`src/design/scfm_pkg.sv`:
```
package scfm_pkg;

    localparam int ADDR_W = 8;
    localparam int EVT_N  = 9;

    // register byte offsets
    localparam logic [7:0] OFS_STATUS    = 8'h00;
    localparam logic [7:0] OFS_MASK      = 8'h04;
    localparam logic [7:0] OFS_CODE      = 8'h08;
    localparam logic [7:0] OFS_SPEED_LIM = 8'h0C;
    localparam logic [7:0] OFS_CMD_LIM   = 8'h10;
    localparam logic [7:0] OFS_ALLOC_LO  = 8'h14;
    localparam logic [7:0] OFS_ALLOC_HI  = 8'h18;
    localparam logic [7:0] OFS_CLEAR     = 8'h1C;

    // status bit positions
    localparam int BIT_OVERSPEED2 = 0;
    localparam int BIT_CMD_ERR    = 1;
    localparam int BIT_CMD_GEN    = 2;
    localparam int BIT_CNT_OVF1   = 3;
    localparam int BIT_CNT_OVF2   = 4;
    localparam int BIT_DUP_LO     = 5;
    localparam int BIT_DUP_HI     = 6;
    localparam int BIT_FNUM_LO    = 7;
    localparam int BIT_FNUM_HI    = 8;

    // event codes, indexed by status bit
    localparam logic [EVT_N*32-1:0] EVT_CODES = {
        32'h3848_0000, 32'h3847_0000, 32'h3846_0000,
        32'h3845_0000, 32'h3844_0000, 32'h3843_0000,
        32'h3842_0000, 32'h3841_0000, 32'h3840_0000};

    // overflow limits
    localparam logic signed [63:0] OVF1_LIM       = 64'sh0000_0000_8000_0000;
    localparam logic signed [63:0] OVF2_PULSE_LIM = 64'sh0000_0000_2000_0000;
    localparam logic signed [63:0] OVF2_CMD_LIM   = 64'sh0000_0000_4000_0000;

    // allocation field layout, one byte per input
    localparam int ALLOC_FN_W    = 7;
    localparam int ALLOC_POL_BIT = 7;

    // reset values
    localparam logic [EVT_N-1:0] RST_STATUS    = 9'h000;
    localparam logic [EVT_N-1:0] RST_MASK      = 9'h000;
    localparam logic [31:0]      RST_SPEED_LIM = 32'hFFFF_FFFF;
    localparam logic [31:0]      RST_CMD_LIM   = 32'hFFFF_FFFF;
    localparam logic [31:0]      RST_ALLOC     = 32'h0000_0000;
    localparam logic [31:0]      RST_CODE      = 32'h0000_0000;

    typedef struct packed {
        logic [EVT_N-1:0] status;
        logic [EVT_N-1:0] mask;
        logic [31:0]      speed_lim;
        logic [31:0]      cmd_lim;
        logic [31:0]      alloc_lo;
        logic [31:0]      alloc_hi;
        logic [31:0]      rdata;
        logic [31:0]      code;
    } scfm_state_t;

endpackage : scfm_pkg

```
`src/design/scfm_top.sv`:
```
// Our own choices: the strobed register port and the placing of the registers.
`timescale 1ns/1ps
module scfm_top #(
    parameter logic [6:0] FUNC_MAX = 7'h28
) (
    input  wire logic                     CLK_SYS,
    input  wire logic                     RST_N,
    // register port
    input  wire logic [scfm_pkg::ADDR_W-1:0] ADDR,
    input  wire logic [31:0]              WDATA,
    input  wire logic                     WR_STB,
    input  wire logic                     RD_STB,
    output logic      [31:0]              RDATA,
    output logic                          IRQ,
    // measurements from the motion path
    input  wire logic                     SAMPLE_VALID,
    input  wire logic signed [31:0]       MOTOR_SPEED,
    input  wire logic signed [31:0]       CMD_DELTA,
    input  wire logic                     CMD_CALC_FAULT,
    input  wire logic signed [63:0]       ABS_POS_CMD,
    input  wire logic signed [47:0]       FOLLOW_ERR_PULSE,
    input  wire logic signed [47:0]       FOLLOW_ERR_CMD,
    // latched fault view
    output logic                          FAULT_ACTIVE,
    output logic      [31:0]              FAULT_CODE
);
    import scfm_pkg::*;

    scfm_state_t state_r;
    scfm_state_t state_nxt;

    logic [EVT_N-1:0] events;
    logic [2:0]       grp_lo;
    logic [2:0]       grp_hi;
    logic [31:0]      code_now;
    logic [31:0]      speed_mag;
    logic [31:0]      delta_mag;
    logic             ovf1;
    logic             ovf2;
    logic signed [63:0] err_p;
    logic signed [63:0] err_c;
    logic             wr_status;
    logic             wr_clear;

    // magnitude of a two's complement word; -2^31 maps to 2^31
    function automatic logic [31:0] mag32(input logic signed [31:0] v);
        logic [31:0] r;
        r = v[31] ? (~v + 32'h0000_0001) : v;
        return r;
    endfunction : mag32

    // true when v lies outside the closed band -lim .. +lim
    function automatic logic out_of_band(
        input logic signed [63:0] v,
        input logic signed [63:0] lim
    );
        logic r;
        r = (v > lim) || (v < -lim);
        return r;
    endfunction : out_of_band

    // checks one group of four allocation bytes
    // returns {undefined, polarity conflict, duplicate}
    function automatic logic [2:0] check_group(
        input logic [31:0] grp,
        input logic [6:0]  fmax
    );
        logic              undef;
        logic              conflict;
        logic              dup;
        logic [ALLOC_FN_W-1:0] fi;
        logic [ALLOC_FN_W-1:0] fj;
        logic              pi;
        logic              pj;
        undef    = 1'b0;
        conflict = 1'b0;
        dup      = 1'b0;
        for (int i = 0; i < 4; i++) begin
            fi = grp[8*i +: ALLOC_FN_W];
            pi = grp[8*i + ALLOC_POL_BIT];
            if (fi > fmax) begin
                undef = 1'b1;
            end
            for (int j = i + 1; j < 4; j++) begin
                fj = grp[8*j +: ALLOC_FN_W];
                pj = grp[8*j + ALLOC_POL_BIT];
                // function 0 means the input is left unallocated
                if (fi != '0 && fi == fj) begin
                    if (pi == pj) begin
                        dup = 1'b1;
                    end else begin
                        conflict = 1'b1;
                    end
                end
            end
        end
        return {undef, conflict, dup};
    endfunction : check_group

    // lowest status bit wins when several faults are pending
    function automatic logic [31:0] pick_code(input logic [EVT_N-1:0] st);
        logic [31:0] c;
        c = 32'h0000_0000;
        for (int k = EVT_N - 1; k >= 0; k--) begin
            if (st[k]) begin
                c = EVT_CODES[32*k +: 32];
            end
        end
        return c;
    endfunction : pick_code

    assign speed_mag = mag32(MOTOR_SPEED);
    assign delta_mag = mag32(CMD_DELTA);
    assign err_p     = {{16{FOLLOW_ERR_PULSE[47]}}, FOLLOW_ERR_PULSE};
    assign err_c     = {{16{FOLLOW_ERR_CMD[47]}}, FOLLOW_ERR_CMD};
    assign ovf1      = out_of_band(ABS_POS_CMD, OVF1_LIM);
    assign ovf2      = out_of_band(err_p, OVF2_PULSE_LIM)
                     || out_of_band(err_c, OVF2_CMD_LIM);

    // allocation checks run from the stored settings every cycle,
    // so a bad setting keeps re-raising its fault until corrected
    assign grp_lo = check_group(state_r.alloc_lo, FUNC_MAX);
    assign grp_hi = check_group(state_r.alloc_hi, FUNC_MAX);

    always_comb begin
        events = '0;
        events[BIT_OVERSPEED2] = SAMPLE_VALID
                               && (speed_mag > state_r.speed_lim);
        events[BIT_CMD_ERR]    = SAMPLE_VALID
                               && (delta_mag > state_r.cmd_lim);
        events[BIT_CMD_GEN]    = CMD_CALC_FAULT;
        events[BIT_CNT_OVF1]   = SAMPLE_VALID && ovf1;
        events[BIT_CNT_OVF2]   = SAMPLE_VALID && ovf2;
        events[BIT_DUP_LO]     = grp_lo[0];
        events[BIT_DUP_HI]     = grp_hi[0];
        events[BIT_FNUM_LO]    = grp_lo[2] | grp_lo[1];
        events[BIT_FNUM_HI]    = grp_hi[2] | grp_hi[1];
    end

    assign wr_status = WR_STB && (ADDR == OFS_STATUS);
    assign wr_clear  = WR_STB && (ADDR == OFS_CLEAR) && WDATA[0];
    assign code_now  = state_r.code;

    always_comb begin
        state_nxt = state_r;

        // sticky faults: a new event in the clearing cycle survives
        if (wr_clear) begin
            state_nxt.status = '0;
        end else if (wr_status) begin
            state_nxt.status = state_r.status & ~WDATA[EVT_N-1:0];
        end
        state_nxt.status = state_nxt.status | events;
        // code is registered so the fault view comes straight from flops
        state_nxt.code   = pick_code(state_nxt.status);

        if (WR_STB) begin
            unique case (ADDR)
                OFS_MASK: begin
                    state_nxt.mask = WDATA[EVT_N-1:0];
                end
                OFS_SPEED_LIM: begin
                    state_nxt.speed_lim = WDATA;
                end
                OFS_CMD_LIM: begin
                    state_nxt.cmd_lim = WDATA;
                end
                OFS_ALLOC_LO: begin
                    state_nxt.alloc_lo = WDATA;
                end
                OFS_ALLOC_HI: begin
                    state_nxt.alloc_hi = WDATA;
                end
                default: begin
                end
            endcase
        end

        // read data stand for one cycle only, zero otherwise
        state_nxt.rdata = 32'h0000_0000;
        if (RD_STB) begin
            unique case (ADDR)
                OFS_STATUS: begin
                    state_nxt.rdata = {{(32-EVT_N){1'b0}}, state_r.status};
                end
                OFS_MASK: begin
                    state_nxt.rdata = {{(32-EVT_N){1'b0}}, state_r.mask};
                end
                OFS_CODE: begin
                    state_nxt.rdata = code_now;
                end
                OFS_SPEED_LIM: begin
                    state_nxt.rdata = state_r.speed_lim;
                end
                OFS_CMD_LIM: begin
                    state_nxt.rdata = state_r.cmd_lim;
                end
                OFS_ALLOC_LO: begin
                    state_nxt.rdata = state_r.alloc_lo;
                end
                OFS_ALLOC_HI: begin
                    state_nxt.rdata = state_r.alloc_hi;
                end
                default: begin
                    state_nxt.rdata = 32'h0000_0000;
                end
            endcase
        end
    end

    always_ff @(posedge CLK_SYS or negedge RST_N) begin
        if (!RST_N) begin
            state_r.status    <= RST_STATUS;
            state_r.mask      <= RST_MASK;
            state_r.speed_lim <= RST_SPEED_LIM;
            state_r.cmd_lim   <= RST_CMD_LIM;
            state_r.alloc_lo  <= RST_ALLOC;
            state_r.alloc_hi  <= RST_ALLOC;
            state_r.rdata     <= 32'h0000_0000;
            state_r.code      <= RST_CODE;
        end else begin
            state_r <= state_nxt;
        end
    end

    assign RDATA        = state_r.rdata;
    assign IRQ          = |(state_r.status & state_r.mask);
    assign FAULT_ACTIVE = |state_r.status;
    assign FAULT_CODE   = code_now;

endmodule : scfm_top

```
`config.mk`:
```
export PLATFORM = sky130hd
export DESIGN_NAME = scfm_top
export DESIGN_NICKNAME = d
export VERILOG_FILES = /design/src/design/scfm_pkg.sv /design/src/design/scfm_top.sv
export SDC_FILE = /design/constraint.sdc
export NUM_CORES = 1
export LEC_CHECK = 0
export ABC_CLOCK_PERIOD_IN_PS = 3200
export BUFFER_PORTS_ARGS = -buffer_cell sky130_fd_sc_hd__buf_2
export CORE_ASPECT_RATIO = 1.75
export CORE_MARGIN = 4
export CORE_UTILIZATION = 40
export DETAILED_ROUTE_END_ITERATION = 16
export GPL_ROUTABILITY_DRIVEN = 1
export PLACE_DENSITY_LB_ADDON = 0.25
export SYNTH_ARGS = -nofsm -noshare
export SYNTH_HDL_FRONTEND = slang
export SYNTH_SLANG_ARGS = --single-unit
```
`constraint.sdc`:
```
create_clock -name CLK_SYS -period 3.2 [get_ports CLK_SYS]
set_input_delay 0.64 -clock CLK_SYS [delete_from_list [all_inputs] [get_ports CLK_SYS]]
set_output_delay 0.64 -clock CLK_SYS [all_outputs]
set_load 0.01 [all_outputs]
```
==> reports/results.txt <==
status -> finished, violations left
violated checks -> negative setup slack
asr flop ratio synth -> 100%
fill cell count -> 2877
CP Data Required Time -> 3.52 ns
Worst IR Drop VDD -> 283 uV
Pre-antenna DRT Iters -> 6
Avg Inst Size Synth -> 9.50 um^2
Die W -> 145 um
DRC violations left -> 0
Clock Tree Buf Depth -> 2
max cap viols -> 0
Mapped Area -> 13100 um^2
Final Util -> 52.0%
dominant cell type by area after synthesis -> dfrtp_1
first-pass GRT wire length -> 74800 um
relative slew slack -> 36.5%
routed vias/inst -> 5.91
full die area -> 35900 um^2
Slew Viols, Final -> 0
post-route setup slack -> -1.37 ns
post-cts hold buffer count -> 0
CP arrival -> 4.89 ns
leakage -> 7.83 nW
Skew-Pair Late Insertion Delay -> 0.45 ns
Max Freq -> 219 MHz
Starting Density -> 40.7%
Worst Setup Start Kind -> primary input
worst-margin pin slew -> 0.945 ns
Setup Skew -> 0.00857 ns
ANT nets after route -> 0
Hold WC Path Type -> in2async
final setup fails -> 7
final hold vios -> 0
GRT Overall Usage -> 27.6%
core area -> 32300 um^2
clk sink count -> 183
grt ovf -> 0
vias -> 12.8k
RSZ-0062 raised after global routing -> yes
Synth area leaders -> dfrtp_1 23%, dfstp_2 13%, mux2_2 10%
post-DR wirelength/cell -> 23.8 um
PD cells -> 376 nW/um^2
Area growth syn-to-layout -> 27.9%
routability cong. -> 1.10
CTS tree -> yes
vias in the first global route -> 12.8k
HPWL after detailed placement -> 41800 um
largest net degree at the start of global routing -> 72
total CTS buffers -> 17
post-layout min period -> 4.57 ns
initial antenna violation count -> 5
Reg clk slew, reported paths -> 0.07 ns
CTS H-tree lvls -> 4
Final TNS setup -> -8.19 ns
part of the cycle the worst path needs -> 143%
Post-synth EDFFs -> 0
FF+latch count, synth -> 183
Post-Route WL -> 51600 um
Max FO, Critical Path -> 4
Ys Warns -> 0
Top FF cell, synth -> dfrtp_1
Die Ht -> 248 um
IO buf count -> 311
Final nets -> 2083
synth unique cells -> 72
layout cells sized above 1 -> 43.1%
Worst setup EP type -> register
Mapped Cells -> 1384
overall power -> 6.32 mW
Root Buffer Master -> clkbuf_16
post-synth top area share -> 22.7%
IO Pins -> 336
sequential share of the synthesized area -> 35.4%
row count -> 87
initial detailed-routing violation count -> 802
CP Class -> in2reg
## kinds of logic after synthesis
family / Yosys count / synth area share [%]
AO/OA/AOI/OAI: 279 / 14.5
multiplexers: 122 / 10.5
flip-flops: 183 / 35.4
XOR/XNOR: 144 / 9.60
other: 1 / 0.0285
AND/OR/NAND/NOR: 338 / 14.7
buffers and inverters: 251 / 9.06
adder cells (fa/ha/maj): 66 / 6.28
## worst paths after layout
check | to | slack (ns) | depth (start not counted) | startpoint
min reg2reg | state_r[167] | 0.50 | 2 | state_r[167]
max | FAULT_CODE[28] | -1.37 | 21 | MOTOR_SPEED[1]
min | RDATA[15] | 0.20 | 1 | RST_N
max in group asynchronous | state_r[178] | 2.12 | 2 | RST_N
min in group CLK_SYS | state_r[171] | 0.48 | 2 | WDATA[11]
max reg2reg | FAULT_CODE[28] | 0.07 | 11 | state_r[108]
## cells in the mapped netlist, drive strengths merged (5+ instances only)
cell	count
nand2	67
mux2	122
nand3	28
ha	66
nor4	67
or3	8
nor3	21
and3	5
buf	75
clkbuf	92
o21ai	52
xor2	81
o41ai	12
nand4	52
o211ai	17
a222oi	6
a21oi	50
a22oi	71
nand2b	10
o31ai	16
or4	21
dfstp	64
a31oi	16
nor2	29
dfrtp	119
nor2b	6
inv	83
xnor2	63
a21o	6
## sequential cells by signal, summed over array words and instances (netlist names)
signal,flops
RDATA,32
FAULT_CODE,5
state_r,146
## repair_timing
| action | CTS | global route |
|---|---|---|
| resized for setup | 25 | 26 |
| setup buffers | 5 | 10 |
| endpoints found under the setup margin | 7 | 7 |
| pin swaps | 12 | 18 |
## per-stage QoR
step	area, um^2	hold WS (ns)	std cells	worst slack (ns)
after floorplan	13300	0.344	1407	-1.40
after CTS	16600	0.230	2150	-1.37
final	16800	0.204	2164	-1.37
after global routing	16800	0.248	2164	-1.52
after global placement	15800	0.482	2113	-1.81
after detailed placement	15800	0.497	2113	-1.88
## worst max-delay path, stage by stage
cell,delay (ns)
buf_6,0.09
or3_4,0.38
or4b_4,0.53
or2_4,0.27
or3_4,0.37
nand2b_4,0.15
or3_4,0.40
o21ai_2,0.13
xnor2_1,0.13
ha_1,0.27
buf_4,0.14
buf_4,0.12
buf_4,0.13
nand2_1,0.05
nor2_1,0.04
a211oi_2,0.21
o211ai_1,0.18
o221ai_4,0.26
nand2_4,0.12
nor4_4,0.17
nand3_1,0.12
## cell usage in the layout (no fill, tap or decap), types with 6 or more instances in the layout
master,count
inv_1,80
xnor2_1,63
buf_2,305
nor2b_1,6
clkbuf_16,17
ha_1,65
nor3_1,20
buf_4,170
nor4_1,62
xor2_1,81
nand2_1,64
nor2_1,25
conb_1,24
dfstp_2,64
a21o_1,6
o21ai_0,50
or4_1,16
mux2_2,122
nand3_1,27
o41ai_1,6
o211ai_1,17
nand4_1,52
a31oi_1,15
buf_12,6
a21oi_1,50
a22oi_1,71
o31ai_1,14
buf_6,7
dfrtp_1,119
a222oi_1,6
## metal layers
layer | track usage [%] | part of all wire [%] | vias to the layer above
met4 | 19.6 | 8.1 | 0
met5 | 0 | 0 | -
met2 | 54.3 | 54 | 661
met1 | 26.2 | 32 | 6238
met3 | 3.42 | 5.7 | 167
li1 | - | - | 5732
## area by class of cell
type | instances | area (um^2) | area share (%)
timing repair buffer | 488 | 3000 | 17.8
sequential | 183 | 4660 | 27.7
inverter | 84 | 318 | 1.89
clock buffer | 17 | 425 | 2.53
antenna | 4 | 10.0 | 0.0595
multi-input combinational | 973 | 7670 | 45.6
tap | 400 | 500 | 2.98
clock inverter | 15 | 234 | 1.39
## power by group
part           internal, mW  switching (mW)
sequential             2.43           0.162
combinational         0.636           0.709
clock                  1.41           0.978
total                  4.47            1.85
No activity file was read; power rests on OpenSTA's default activity.
